## config.mk

```make
export PLATFORM = sky130hd
export DESIGN_NAME = usam_top
export DESIGN_NICKNAME = d
export VERILOG_FILES = /design/src/core/usam_pkg.sv /design/src/core/usam_top.sv
export SDC_FILE = /design/constraint.sdc
export NUM_CORES = 1
export LEC_CHECK = 0
export BUFFER_PORTS_ARGS = -buffer_cell sky130_fd_sc_hd__buf_2
export CAP_MARGIN = 25
export CORE_UTILIZATION = 25
export CTS_CLUSTER_SIZE = 10
export DETAILED_ROUTE_END_ITERATION = 8
export HOLD_SLACK_MARGIN = 0.08
export MAX_ROUTING_LAYER = met4
export SLEW_MARGIN = 20
export SYNTH_ARGS = -nofsm -noshare
export SYNTH_HDL_FRONTEND = slang
export SYNTH_HIERARCHICAL = 1
export SYNTH_SLANG_ARGS = --single-unit
```

## constraint.sdc

```tcl
create_clock -name CLK -period 3.85 [get_ports CLK]
set_clock_uncertainty 0.1 [all_clocks]
set_input_delay 0.385 -clock CLK [delete_from_list [all_inputs] [get_ports CLK]]
set_output_delay 0.385 -clock CLK [all_outputs]
set_load 0.01 [all_outputs]
```

## src/core/usam_pkg.sv

```systemverilog
// Shared constants and carrier types of the dual serial port.
package usam_pkg;
    // Register offsets.
    localparam logic [7:0] A_PWR = 8'h87;
    localparam logic [7:0] A_CLK = 8'h8e;
    localparam logic [7:0] A_CTL0 = 8'h98;
    localparam logic [7:0] A_BUF0 = 8'h99;
    localparam logic [7:0] A_ADR0 = 8'ha9;
    localparam logic [7:0] A_MSK0 = 8'hb9;
    localparam logic [7:0] A_CTL1 = 8'hb1;
    localparam logic [7:0] A_BUF1 = 8'ha1;
    localparam logic [7:0] A_ADR1 = 8'haa;
    localparam logic [7:0] A_MSK1 = 8'hab;
    // Field positions.
    localparam int C_FILT = 5;
    localparam int C_REN = 4;
    localparam int C_TB8 = 3;
    localparam int C_RB8 = 2;
    localparam int C_TI = 1;
    localparam int C_RI = 0;
    localparam int P_DBL = 7;
    localparam int K_T1SEL0 = 0;
    localparam int K_T1SEL1 = 1;
    // Mode field values.
    localparam logic [1:0] M_SHIFT = 2'h0;
    localparam logic [1:0] M_TEN = 2'h1;
    localparam logic [1:0] M_ELEVEN = 2'h2;
    // Reset values.
    localparam logic [7:0] R_BYTE = 8'h00;
    // Timing counts.
    localparam logic [1:0] M0_LAST_PH = 2'h3;
    localparam logic [2:0] M0_LAST_BIT = 3'h7;
    localparam logic [3:0] DIV_LAST = 4'hf;
    localparam logic [3:0] SMP_A = 4'h7;
    localparam logic [3:0] SMP_B = 4'h8;
    localparam logic [3:0] SMP_C = 4'h9;
    localparam logic [3:0] FRAME_TEN = 4'ha;
    localparam logic [3:0] FRAME_ELEVEN = 4'hb;
    // Bus write strobes for one port.
    typedef struct packed {
        logic ctl;
        logic dat;
        logic adr;
        logic msk;
        logic [7:0] data;
    } usam_wr_s;
    // Register view of one port.
    typedef struct packed {
        logic [7:0] ctl;
        logic [7:0] rxbuf;
        logic [7:0] adr;
        logic [7:0] msk;
    } usam_regs_s;
    // State of one port.
    typedef struct packed {
        usam_regs_s r;
        logic [2:0] sync;
        logic filt;
        logic prev;
        logic half;
        logic [1:0] presc;
        logic m0_act;
        logic m0_rx;
        logic [1:0] m0_ph;
        logic [2:0] m0_bit;
        logic [7:0] m0_sh;
        logic m0_out;
        logic sclk_low;
        logic tx_act;
        logic [3:0] tx_div;
        logic [3:0] tx_cnt;
        logic [10:0] tx_sh;
        logic tx_low;
        logic rx_act;
        logic [3:0] rx_div;
        logic [3:0] rx_bit;
        logic [8:0] rx_sh;
        logic [1:0] smp;
    } usam_ch_s;
    // State of the top level.
    typedef struct packed {
        logic [7:0] pwr;
        logic [7:0] clkc;
        logic [7:0] rdata;
    } usam_top_s;
endpackage

```

## src/core/usam_top.sv

```systemverilog
// Dual serial port with shift and asynchronous frame modes.
`timescale 1ns/1ps
`default_nettype none

module usam_chan
    import usam_pkg::*;
(
    // Clock and reset.
    input wire logic clk,
    input wire logic srst,
    // Register access.
    input wire usam_wr_s wr,
    output usam_regs_s regs,
    // Rate sources.
    input wire logic dbl,
    input wire logic use_t1,
    input wire logic t1_ovf,
    input wire logic t2_ovf,
    // Lines.
    input wire logic rx_i,
    output logic rx_o,
    output logic rx_oe_n,
    output logic tx_o,
    output logic irq
);
    usam_ch_s s_reg;
    usam_ch_s s_next;
    logic [1:0] mode;
    logic src;
    logic tick;
    logic roll;
    logic maj;
    logic [3:0] last;

    function automatic logic maj3(input logic a, input logic b,
                                  input logic c);
        maj3 = (a & b) | (a & c) | (b & c);
    endfunction

    function automatic logic [3:0] frame_len(input logic [1:0] m);
        frame_len = (m == M_TEN) ? FRAME_TEN : FRAME_ELEVEN;
    endfunction

    assign mode = s_reg.r.ctl[7:6];
    assign regs = s_reg.r;
    assign last = frame_len(mode) - 4'h1;
    assign src = use_t1 ? t1_ovf : t2_ovf;
    assign roll = tick & (s_reg.tx_div == DIV_LAST);
    assign maj = maj3(s_reg.smp[0], s_reg.smp[1], s_reg.filt);
    assign rx_o = s_reg.m0_out;
    assign rx_oe_n = ~(s_reg.m0_act & ~s_reg.m0_rx);
    assign tx_o = (mode == M_SHIFT) ? ~s_reg.sclk_low : ~s_reg.tx_low;
    assign irq = s_reg.r.ctl[C_TI] | s_reg.r.ctl[C_RI];

    always_comb
    begin
        // Sixteen-times bit rate tick.
        if (mode == M_ELEVEN)
        begin
            tick = dbl ? s_reg.presc[0] : (s_reg.presc == 2'h3);
        end
        else if (!use_t1 || dbl)
        begin
            tick = src;
        end
        else
        begin
            tick = src & s_reg.half;
        end
    end

    always_comb
    begin
        s_next = s_reg;
        s_next.presc = s_reg.presc + 2'h1;
        if (src)
        begin
            s_next.half = ~s_reg.half;
        end
        // Line filter: a change counts once two stages agree.
        s_next.sync = {s_reg.sync[1:0], rx_i};
        if (s_reg.sync[1] == s_reg.sync[2])
        begin
            s_next.filt = s_reg.sync[1];
        end
        s_next.prev = s_reg.filt;
        // Software writes; hardware sets below override clears.
        if (wr.ctl)
        begin
            s_next.r.ctl = wr.data;
        end
        if (wr.adr)
        begin
            s_next.r.adr = wr.data;
        end
        if (wr.msk)
        begin
            s_next.r.msk = wr.data;
        end
        // Shift mode sequencer, four clocks per bit.
        if (s_reg.m0_act)
        begin
            s_next.m0_ph = s_reg.m0_ph + 2'h1;
            s_next.sclk_low = s_next.m0_ph[1];
            if (s_reg.m0_ph == M0_LAST_PH)
            begin
                s_next.m0_bit = s_reg.m0_bit + 3'h1;
                if (s_reg.m0_rx)
                begin
                    // The third stage is used; the filter would be late.
                    s_next.m0_sh = {s_reg.sync[2], s_reg.m0_sh[7:1]};
                end
                else
                begin
                    s_next.m0_sh = {1'b0, s_reg.m0_sh[7:1]};
                    s_next.m0_out = s_reg.m0_sh[1];
                end
                if (s_reg.m0_bit == M0_LAST_BIT)
                begin
                    s_next.m0_act = 1'b0;
                    s_next.sclk_low = 1'b0;
                    if (s_reg.m0_rx)
                    begin
                        s_next.r.rxbuf = {s_reg.sync[2], s_reg.m0_sh[7:1]};
                        s_next.r.ctl[C_RI] = 1'b1;
                    end
                    else
                    begin
                        s_next.r.ctl[C_TI] = 1'b1;
                    end
                end
            end
        end
        else if (mode == M_SHIFT && s_reg.r.ctl[C_REN] &&
                 !s_reg.r.ctl[C_RI] && !wr.dat)
        begin
            s_next.m0_act = 1'b1;
            s_next.m0_rx = 1'b1;
            s_next.m0_ph = 2'h0;
            s_next.m0_bit = 3'h0;
        end
        if (wr.dat && mode == M_SHIFT)
        begin
            s_next.m0_act = 1'b1;
            s_next.m0_rx = 1'b0;
            s_next.m0_ph = 2'h0;
            s_next.m0_bit = 3'h0;
            s_next.m0_sh = wr.data;
            s_next.m0_out = wr.data[0];
            s_next.sclk_low = 1'b0;
        end
        // Asynchronous transmit on free-running counter roll-overs.
        if (tick)
        begin
            s_next.tx_div = s_reg.tx_div + 4'h1;
        end
        if (roll && s_reg.tx_act)
        begin
            s_next.tx_low = ~s_reg.tx_sh[0];
            s_next.tx_sh = {1'b1, s_reg.tx_sh[10:1]};
            s_next.tx_cnt = s_reg.tx_cnt + 4'h1;
            if (s_reg.tx_cnt == last)
            begin
                s_next.tx_act = 1'b0;
                s_next.r.ctl[C_TI] = 1'b1;
            end
        end
        if (wr.dat && mode != M_SHIFT)
        begin
            s_next.tx_act = 1'b1;
            s_next.tx_cnt = 4'h0;
            if (mode == M_TEN)
            begin
                s_next.tx_sh = {2'h3, wr.data, 1'b0};
            end
            else
            begin
                s_next.tx_sh = {1'b1, s_reg.r.ctl[C_TB8], wr.data,
                                1'b0};
            end
        end
        // Asynchronous receive.
        if (!s_reg.rx_act)
        begin
            if (mode != M_SHIFT && s_reg.r.ctl[C_REN] && s_reg.prev &&
                !s_reg.filt)
            begin
                s_next.rx_act = 1'b1;
                s_next.rx_div = 4'h0;
                s_next.rx_bit = 4'h0;
            end
        end
        else if (tick)
        begin
            s_next.rx_div = s_reg.rx_div + 4'h1;
            if (s_reg.rx_div == SMP_A)
            begin
                s_next.smp[0] = s_reg.filt;
            end
            if (s_reg.rx_div == SMP_B)
            begin
                s_next.smp[1] = s_reg.filt;
            end
            if (s_reg.rx_div == SMP_C)
            begin
                s_next.rx_bit = s_reg.rx_bit + 4'h1;
                if (s_reg.rx_bit == 4'h0)
                begin
                    if (maj)
                    begin
                        s_next.rx_act = 1'b0;
                    end
                end
                else if (s_reg.rx_bit != last)
                begin
                    s_next.rx_sh = {maj, s_reg.rx_sh[8:1]};
                end
                else
                begin
                    s_next.rx_act = 1'b0;
                    if (!s_reg.r.ctl[C_RI] &&
                        (!s_reg.r.ctl[C_FILT] || maj))
                    begin
                        s_next.r.ctl[C_RI] = 1'b1;
                        if (mode == M_TEN)
                        begin
                            s_next.r.rxbuf = s_reg.rx_sh[8:1];
                            s_next.r.ctl[C_RB8] = maj;
                        end
                        else
                        begin
                            s_next.r.rxbuf = s_reg.rx_sh[7:0];
                            s_next.r.ctl[C_RB8] = s_reg.rx_sh[8];
                        end
                    end
                end
            end
        end
        if (mode == M_SHIFT)
        begin
            s_next.rx_act = 1'b0;
            s_next.tx_act = 1'b0;
        end
    end

    always_ff @(posedge clk)
    begin
        if (srst)
        begin
            s_reg <= '0;
        end
        else
        begin
            s_reg <= s_next;
        end
    end
endmodule

module usam_top
    import usam_pkg::*;
(
    // Clock and reset.
    input wire logic CLK,
    input wire logic SRST,
    // Register port.
    input wire logic [7:0] ADDR,
    input wire logic [7:0] WDATA,
    input wire logic WR,
    input wire logic RD,
    output logic [7:0] RDATA,
    // Timer overflow pulses.
    input wire logic T1_OVF,
    input wire logic T2_OVF,
    // Port 0 lines.
    input wire logic P0_RX_I,
    output logic P0_RX_O,
    output logic P0_RX_OE_N,
    output logic P0_TX,
    output logic P0_IRQ,
    // Port 1 lines.
    input wire logic P1_RX_I,
    output logic P1_RX_O,
    output logic P1_RX_OE_N,
    output logic P1_TX,
    output logic P1_IRQ
);
    usam_top_s t_reg;
    usam_top_s t_next;
    usam_wr_s wr0;
    usam_wr_s wr1;
    usam_regs_s regs0;
    usam_regs_s regs1;

    assign RDATA = t_reg.rdata;

    always_comb
    begin
        wr0 = '0;
        wr1 = '0;
        wr0.data = WDATA;
        wr1.data = WDATA;
        wr0.ctl = WR && ADDR == A_CTL0;
        wr0.dat = WR && ADDR == A_BUF0;
        wr0.adr = WR && ADDR == A_ADR0;
        wr0.msk = WR && ADDR == A_MSK0;
        wr1.ctl = WR && ADDR == A_CTL1;
        wr1.dat = WR && ADDR == A_BUF1;
        wr1.adr = WR && ADDR == A_ADR1;
        wr1.msk = WR && ADDR == A_MSK1;
    end

    always_comb
    begin
        t_next = t_reg;
        t_next.rdata = R_BYTE;
        if (WR && ADDR == A_PWR)
        begin
            t_next.pwr = WDATA;
        end
        if (WR && ADDR == A_CLK)
        begin
            t_next.clkc = WDATA;
        end
        if (RD)
        begin
            unique case (ADDR)
                A_PWR: t_next.rdata = t_reg.pwr;
                A_CLK: t_next.rdata = t_reg.clkc;
                A_CTL0: t_next.rdata = regs0.ctl;
                A_BUF0: t_next.rdata = regs0.rxbuf;
                A_ADR0: t_next.rdata = regs0.adr;
                A_MSK0: t_next.rdata = regs0.msk;
                A_CTL1: t_next.rdata = regs1.ctl;
                A_BUF1: t_next.rdata = regs1.rxbuf;
                A_ADR1: t_next.rdata = regs1.adr;
                A_MSK1: t_next.rdata = regs1.msk;
                default: t_next.rdata = R_BYTE;
            endcase
        end
    end

    always_ff @(posedge CLK)
    begin
        if (SRST)
        begin
            t_reg <= '0;
        end
        else
        begin
            t_reg <= t_next;
        end
    end

    usam_chan u_port0 (
        .clk(CLK),
        .srst(SRST),
        .wr(wr0),
        .regs(regs0),
        .dbl(t_reg.pwr[P_DBL]),
        .use_t1(t_reg.clkc[K_T1SEL0]),
        .t1_ovf(T1_OVF),
        .t2_ovf(T2_OVF),
        .rx_i(P0_RX_I),
        .rx_o(P0_RX_O),
        .rx_oe_n(P0_RX_OE_N),
        .tx_o(P0_TX),
        .irq(P0_IRQ)
    );

    usam_chan u_port1 (
        .clk(CLK),
        .srst(SRST),
        .wr(wr1),
        .regs(regs1),
        .dbl(t_reg.pwr[P_DBL]),
        .use_t1(t_reg.clkc[K_T1SEL1]),
        .t1_ovf(T1_OVF),
        .t2_ovf(T2_OVF),
        .rx_i(P1_RX_I),
        .rx_o(P1_RX_O),
        .rx_oe_n(P1_RX_OE_N),
        .tx_o(P1_TX),
        .irq(P1_IRQ)
    );
endmodule

`default_nettype wire

```

Word level (Yosys, flattened, before mapping):

Cells that the tools add are included.

* bits of input ports: 24
* output and inout port bits: 16
* flip-flop bits (word level): 220
* logic and storage cells: 358

* bitwise operators: 35
* muxes and demuxes: 117
* equal/unequal tests: 42
* $add $sub $neg: 16
* reduce and logical (&&, ||, !) cells: 89

Operator list (count)
* $mux 9: 22
* $mux 10: 10
* $eq 8x8->1 const B: 10
* $pmux 8 s10: 1
* $mux 1: 62
* $mux 13: 4
* $mux 20: 2
* $mux 17: 2
* $add 4x1->4 const B: 8
* $mux 8: 4
* $logic_and 1x1->1: 30
* $reduce_bool 2->1: 14
* $eq 4x4->1 const B: 6
* $mux 12: 2
* $reduce_and 3->1: 8
* $mux 11: 2
* $reduce_and 2->1: 10
* $not 1->1: 17
* $ne 2x2->1 const B: 8
* $mux 7: 2
* $reduce_or 2->1: 7
* $and 1x1->1: 12
* $eq 2x2->1 const B: 6
* $logic_not 1->1: 10
* other kinds (16): 40

Longest topological paths before layout:

Gate-level depths: netlist of run 1.

* word-level depth: 13
* gate-level depth with buffers: 9
* mapped depth without buffers: 8

Hierarchy:

Netlist of run 1, hierarchy kept.

Modules (own cells, without submodules)
* usam_chan at u_port1: area an instance 4523.1 um^2, cells each 496, seq. area each 1941.9 um^2, times used 1
* usam_chan at u_port0: area an instance 4515.6 um^2, cells each 497, seq. area each 1941.9 um^2, times used 1
* usam_top: area an instance 1745.4 um^2, cells each 208, seq. area each 480.5 um^2, times used 1

Worst setup path after synthesis of run 1:

OpenSTA, ideal clock, no wires.

* kind: input -> register
* start: input port ADDR[0]
* end: register u_port0/s_reg[28] in the netlist's numbering
* setup slack: 1.454 ns
* data arrival time: 2.181 ns
* buffers on the path: 2
* cell stages on the path: 9
* library setup time: 0.115 ns
* required time: 3.635 ns
* path through: buf_4 -> nor3b_2 -> nand3_1 -> nor2_1 -> inv_1 -> nor2_1 -> clkbuf_1 -> nor2_1 -> a2111oi_0

RTL lines
* from (decl): RTL line usam_top.sv:266 `input wire logic [7:0] ADDR,`
* to (signal assigned): RTL line usam_top.sv:254 `s_reg <= s_next;`
* to (decl): RTL line usam_top.sv:26 `usam_ch_s s_reg;`

Worst setup path after layout of run 1:

* start: register u_port0.s_reg, in the netlist u_port0/regs[30]
* end: register u_port0.s_reg, in the netlist u_port0/regs[20]

* longest elaborated chain between the ends: 9
* elaborated cells between the ends (all ways): 13
* classes of those cells: add/sub (1); eq/ne (3); mux (9)

RTL lines
* $eq 2x1->1: RTL line usam_top.sv:41, usam_top.sv:225
* $mux 1: RTL line usam_top.sv:41 `frame_len = (m == M_TEN) ? FRAME_TEN : FRAME_ELEVEN;`
* $sub 4x1->4: RTL line usam_top.sv:46 `assign last = frame_len(mode) - 4'h1;`
* $ne 4x4->1: RTL line usam_top.sv:214 `else if (s_reg.rx_bit != last)`
* $mux 9: RTL line usam_top.sv:214
* $mux 9: RTL line usam_top.sv:207 `if (s_reg.rx_bit == 4'h0)`
* $mux 9: RTL line usam_top.sv:204 `if (s_reg.rx_div == SMP_C)`
* $mux 9 (*): RTL line usam_top.sv:193 `else if (tick)`
* $mux 9 (*): RTL line usam_top.sv:183 `if (!s_reg.rx_act)`

Every way passes the cells marked *; elsewhere a longest branch is shown, timed or not.
A chain may end at the register's enable or synchronous reset.

==> results of run 1 <==
## cell type report
type                       instances  area, um^2  share of cell area [%]
multi-input combinational        827        5530                    47.5
sequential                       218        4360                    37.5
tap                              539         674                    5.79
clock buffer                      27         633                    5.44
timing repair buffer              60         359                    3.09
inverter                          19        71.3                   0.613
clock inverter                     1        8.76                  0.0753
## power by group through the flow
| stage | combinational (uW) | clock (uW) | sequential [uW] |
|---|---|---|---|
| floorplan | 93.5 | 0 | 2330 |
| global placement | 163 | 0 | 2330 |
| detailed placement | 166 | 0 | 2330 |
| CTS | 169 | 2060 | 2280 |
| global route | 182 | 2160 | 2280 |
| finish | 168 | 2020 | 2280 |
## cells by family after synthesis
group           count (synthesis)
fa+ha+maj                      24
buf+inv                       156
flops                         218
xor+xnor                       12
mux                           148
compound gates                194
simple gates                  449
## layer usage
layer | share of wire (%) | wire length (um) | vias to the layer above
met5 | 0 | 0 | -
met4 | 2.4 | 624 | 0
met3 | 4.8 | 1260 | 43
met2 | 45 | 12000 | 207
met1 | 48 | 12600 | 3961
li1 | - | - | 4087
## per-stage QoR
step	std cells	instance area [um^2]	hold slack, ps	power, uW	setup WS, ps
floorplan	1201	10800	314	2420	1450
global placement	1659	11000	327	2490	963
detailed placement	1661	11000	336	2500	887
CTS	1691	11600	115	4510	1140
global route	1691	11600	141	4620	864
finish	1691	11600	135	4470	1100
## critical path, delay by kind of cell, from the launching register on
family	cells	cell delay, ps
multiplexers	1	140
flip-flops	1	430
AND/OR/NAND/NOR	2	1130
AO/OA/AOI/OAI	2	780
## Yosys cell counts (15+ instances only)
cell type / count / area [um^2]
a21oi_1: 44 / 220
a311oi_1: 23 / 201
a2111oi_0: 23 / 201
nand2_1: 72 / 270
a211oi_1: 20 / 150
nand3_1: 41 / 205
a31oi_1: 15 / 93.8
buf_2: 17 / 85.1
inv_1: 19 / 71.3
ha_1: 22 / 275
buf_4: 76 / 571
nor3_1: 21 / 105
a22oi_1: 16 / 120
nor2b_1: 43 / 269
nor2_1: 172 / 646
dfxtp_1: 218 / 4360
mux2i_1: 134 / 1340
clkbuf_1: 40 / 150
nand2b_1: 32 / 200
## how the worst max path moves through the flow
stage | end | slack (ps)
after floorplan | u_port0/s_reg[28] | 1450
after global placement | u_port0/s_reg[24] | 960
after detailed placement | u_port0/s_reg[24] | 890
after CTS | u_port0/regs[20] | 1140
after global routing | u_port0/regs[20] | 860
final | u_port0/regs[20] | 1100
==> reports/results.txt, run 1 <==
drt initial violations: 599
CP arrival: 3010 ps
number of synthesized flops with an enable pin: 0
period utilisation layout: 71.3%
number of port buffers: 39
M1 GR Usage: 16.3%
Gate power share: 3.8%
Fin Setup TNS: 0 ps
r2r worst-path depth: 5
CP cell instances: nor2b_4 > mux2i_1 > or4_1 > a2111oi_0 > a211oi_1
global-route wire length before repair: 42.6 mm
num ports: 40
start point of the worst hold path: RD
endpoints failing hold: 0
Post-synth top flop: dfxtp_1
Switch Pwr: 1000 uW
Die Y: 210 um
met2 Use GR: 19.4%
Cells after Synth: 1201
Total Wirelength: 26.5 mm
RR Endpoint: u_port0/regs[20]
crit path launch: u_port0/regs[30]
nets: 1197
Simple-Gate Fraction of Synth Area: 20.8%
xor and xnor fraction of the mapped netlist area: 0.975%
Max stage delay on crit path: 680 ps
wire per inst: 15.7 um
vias: 8298
sequential element share of the synthesized area: 40.5%
TritonCTS clock tree: built
worst vdd ir: 216 uV
post-synthesis adder-cell area fraction: 2.74%
Pre-antenna DRT Iters: 6
part of the power in registers: 51.1%
Starting Density: 25.5%
RSZ-0062 raised after global routing: false
die footprint: 44000 um^2
Synth Cell Area: 10800 um^2
Diodes inserted: 0
Compound-Gate Fraction of Synth Area: 12.9%
via/cell ratio: 4.91
pwr dens: 384 nW/um^2
HP Class: input port to register
Least-Margin Pin Slew: 896 ps
Rel. slew slack: 40.1%
grt ovf: 0
HPWL after detailed placement: 18.2 mm
Detail Route Antenna Nets: 0
Routability Congestion: 0.856
Die X: 210 um
switching part of the total: 22.4%
Slew Viols, Final: 0
largest net degree at the start of global routing: 121
Critical-path top delay cell: a2111oi_0
number of CTS-inserted buffers: 25
Post-CTS Setup Bufs: 0
Core Region: 42200 um^2
main combinational cell family by area after synthesis: simple AND/OR/NAND/NOR gates
clock-pin transition on the worst setup and hold timing paths: 60 ps
total clock sinks: 218
maximum root-to-sink buffer count: 3
most frequent cells in the layout: dfxtp_1, nor2_1, mux2i_1
filler instances: 4482
Syn-to-layout area delta: 7.92%
r2r startpoint: u_port0/regs[30]
Worst Hold Depth: 3
Worst Setup Path Type: register to register
Synth cell types: 63
Synth Warn #: 6
CP Capture Type: register
met3 GRT Util: 1.59%
number of H-tree levels: 1
syn_nets: 1247
# DRC: 0
Max-Cap Viols: 0
WP data required: 4110 ps
Fmax: 0.364 GHz
share of layout cells above drive strength 1: 10.2%
Util after Layout: 27.6%
Critical Path Fanout Max: 21
Pleak: 0.00421 uW
mux cell area share after synthesis: 13.9%
power share of the clock group: 45.2%
Hold-fix buffers, CTS: 2
CP Launch Type: register
GRT Total Usage: 12.3%
Synth Register Bits: 218
clk root buf: clkbuf_16
initial antenna violation count: 0
commonest non-fill, non-tap cell in the layout: dfxtp_1
hold endpoint: RDATA[4]
clock latency on the worst-skew pair: 510 ps
row cnt: 75
vias in the first global route: 7901
Final min period: 2750 ps
Synth async-reset ratio: 0%
R2R Setup Slk: 1100 ps
post_cts resized: 0
final setup fails: 0
internal power: 3470 uW
syn_area_per_cell: 8.98 um^2
global route hottest layer: met2
status: finished, final reports clean
Power figures use the tool's default switching activity.
==> run 2: changes to the inputs <==
Clock period 3.85 ns to 2.7 ns, I/O delays scaled along.
==> reports/results.txt, run 2 (synthesis gave the netlist of run 1 again) <==
status: finished, final reports clean
Max stage delay on crit path: 580 ps (-100 ps)
cell area after layout: 12000 um^2 (+2.7%)
Critical Path Fanout Max: 16 (-24%)
r2r worst-path depth: 5 (unchanged)
pwr dens: 549 nW/um^2 (+43%)
initial antenna violation count: 0 (unchanged)
number of port buffers: 39 (unchanged)
Rel. slew slack: 45.4% (+5.4 points)
HP Class: input port to register
# DRC: 0 (unchanged)
total clock sinks: 218 (unchanged)
clock latency on the worst-skew pair: 530 ps (+20 ps)
crit-path leading delay family: simple AND/OR/NAND/NOR gates
start point of the worst hold path: WDATA[3]
Tot Pwr: 6560 uW (+47%)
global-route wire length before repair: 42.8 mm (+0.35%)
CP Launch Type: register
post_cts resized: 0 (unchanged)
vias in the first global route: 7893 (-0.10%)
Worst Setup Path Type: register to register
Final min period: 2460 ps (-291 ps)
Slew Viols, Final: 0 (unchanged)
Syn-to-layout area delta: 10.8%
GRT Total Usage: 12.4% (+0.12 points)
Placement Setup Slack: 235 ps (-652 ps)
number of H-tree levels: 1 (unchanged)
vias: 8431 (+1.6%)
commonest non-fill, non-tap cell in the layout: dfxtp_1
RR Endpoint: u_port0/regs[18]
filler instances: 4452 (-0.67%)
Total Wirelength: 27.2 mm (+2.8%)
Routability Congestion: 0.883 (+3.1%)
Critical-path top delay cell: or2_0
DP Area: 11200 um^2 (+1.8%)
Die X: 210 um (unchanged)
CP dominant cell by count: nand3_1
r2r startpoint: t_reg[23]
Max-Cap Viols: 0 (unchanged)
endpoints failing hold: 0 (unchanged)
Die Y: 210 um (unchanged)
Starting Density: 25.5% (unchanged)
setup slack after layout: 245 ps (-859 ps)
Util after Layout: 28.3% (+0.74 points)
Fin Setup TNS: 0 ps (unchanged)
clock-pin transition on the worst setup and hold timing paths: 50 ps (about the same)
via/cell ratio: 4.88 (-0.46%)
Pre-antenna DRT Iters: 5 (-1)
most frequent cells in the layout: dfxtp_1, nor2_1, mux2i_1
row cnt: 75 (unchanged)
CP Capture Type: register
hold endpoint: u_port1/s_reg[46]
number of CTS-inserted buffers: 26 (+4.0%)
HPWL after detailed placement: 18.8 mm (+3.0%)
Buf/Inv on CP: 0 (unchanged)
Diodes inserted: 0 (unchanged)
period utilisation layout: 90.9% (+20 points)
TritonCTS clock tree: built
R2R Setup Slk: 240 ps (-860 ps)
Pleak: 0.00439 uW (+4.2%)
RSZ-0062 raised after global routing: false
Least-Margin Pin Slew: 813 ps (-82.8 ps)
die footprint: 44000 um^2 (unchanged)
maximum root-to-sink buffer count: 3 (unchanged)
Detail Route Antenna Nets: 0 (unchanged)
CP arrival: 2780 ps (-230 ps)
grt ovf: 0 (unchanged)
Core Region: 42200 um^2 (unchanged)
nets: 1227 (+2.5%)
CP cell instances: o211ai_1 > nand3_1 > nand3_1 > or2_0 > a211oi_1
drt initial violations: 663 (+11%)
num ports: 40 (unchanged)
clk root buf: clkbuf_16
share of layout cells above drive strength 1: 12.2% (+2.0 points)
wire per inst: 15.8 um (+0.71%)
WP data required: 3020 ps (-1090 ps)
Worst Hold Depth: 3 (unchanged)
final setup fails: 0 (unchanged)
Fmax: 0.407 GHz (+12%)
largest net degree at the start of global routing: 69 (-43%)
worst vdd ir: 306 uV (+41%)
==> run 2: worst max-delay path by stage <==
stage | slack, ps | cells after the start | from | to
2_1_floorplan | 420 | 9 | ADDR[0] | u_port0/s_reg[28]
3_3_place_gp | 290 | 5 | t_reg[23] | u_port0/regs[20]
3_5_place_dp | 230 | 5 | u_port0/regs[31] | u_port0/regs[18]
4_1_cts | 250 | 5 | u_port0/regs[31] | u_port0/regs[18]
5_1_grt | 30 | 6 | u_port0/s_reg[58] | u_port0/regs[26]
6_report | 240 | 5 | t_reg[23] | u_port0/regs[18]
==> run 2: layout make-up <==
class | count | area (um^2) | share of cell area (%)
repair buffers | 89 | 607 | 5.08
clock inverters | 2 | 23.8 | 0.199
well taps | 539 | 674 | 5.64
flip-flops and latches | 218 | 4360 | 36.5
multi-input cells | 827 | 5530 | 46.3
inverters | 19 | 71.3 | 0.597
clock buffers | 32 | 683 | 5.72
==> run 2: timing repair <==
action,CTS,global route
endpoints found under the hold margin,27,0
setup buffers,0,0
hold buffers,7,0
==> run 2: worst reg2reg max path, cell delays in order, from the launching register on <==
cell and delay (ps):
dfxtp_1 550, o211ai_1 160, nand3_1 230, nand3_1 430
or2_0 580, a211oi_1 310
==> run 2: per-layer routing <==
layer  part of all wire [%]  global-route usage (%)
met2                     44                    19.1
met5                      0                       -
met3                    5.0                    1.62
met1                     47                    16.4
met4                    3.5                    5.06
==> run 2: through the flow <==
step	std cells	hold slack, ps
2_1_floorplan	1201	251
3_3_place_gp	1685	326
3_5_place_dp	1685	325
4_1_cts	1726	103
5_1_grt	1726	104
6_report	1726	120
==> run 2: where the power goes <==
group          leakage [uW]  switching (uW)  internal (uW)
Clock              0.000341            1300           1750
Combinational       0.00229             175           84.5
Sequential          0.00176            14.9           3240
Total               0.00439            1490           5070
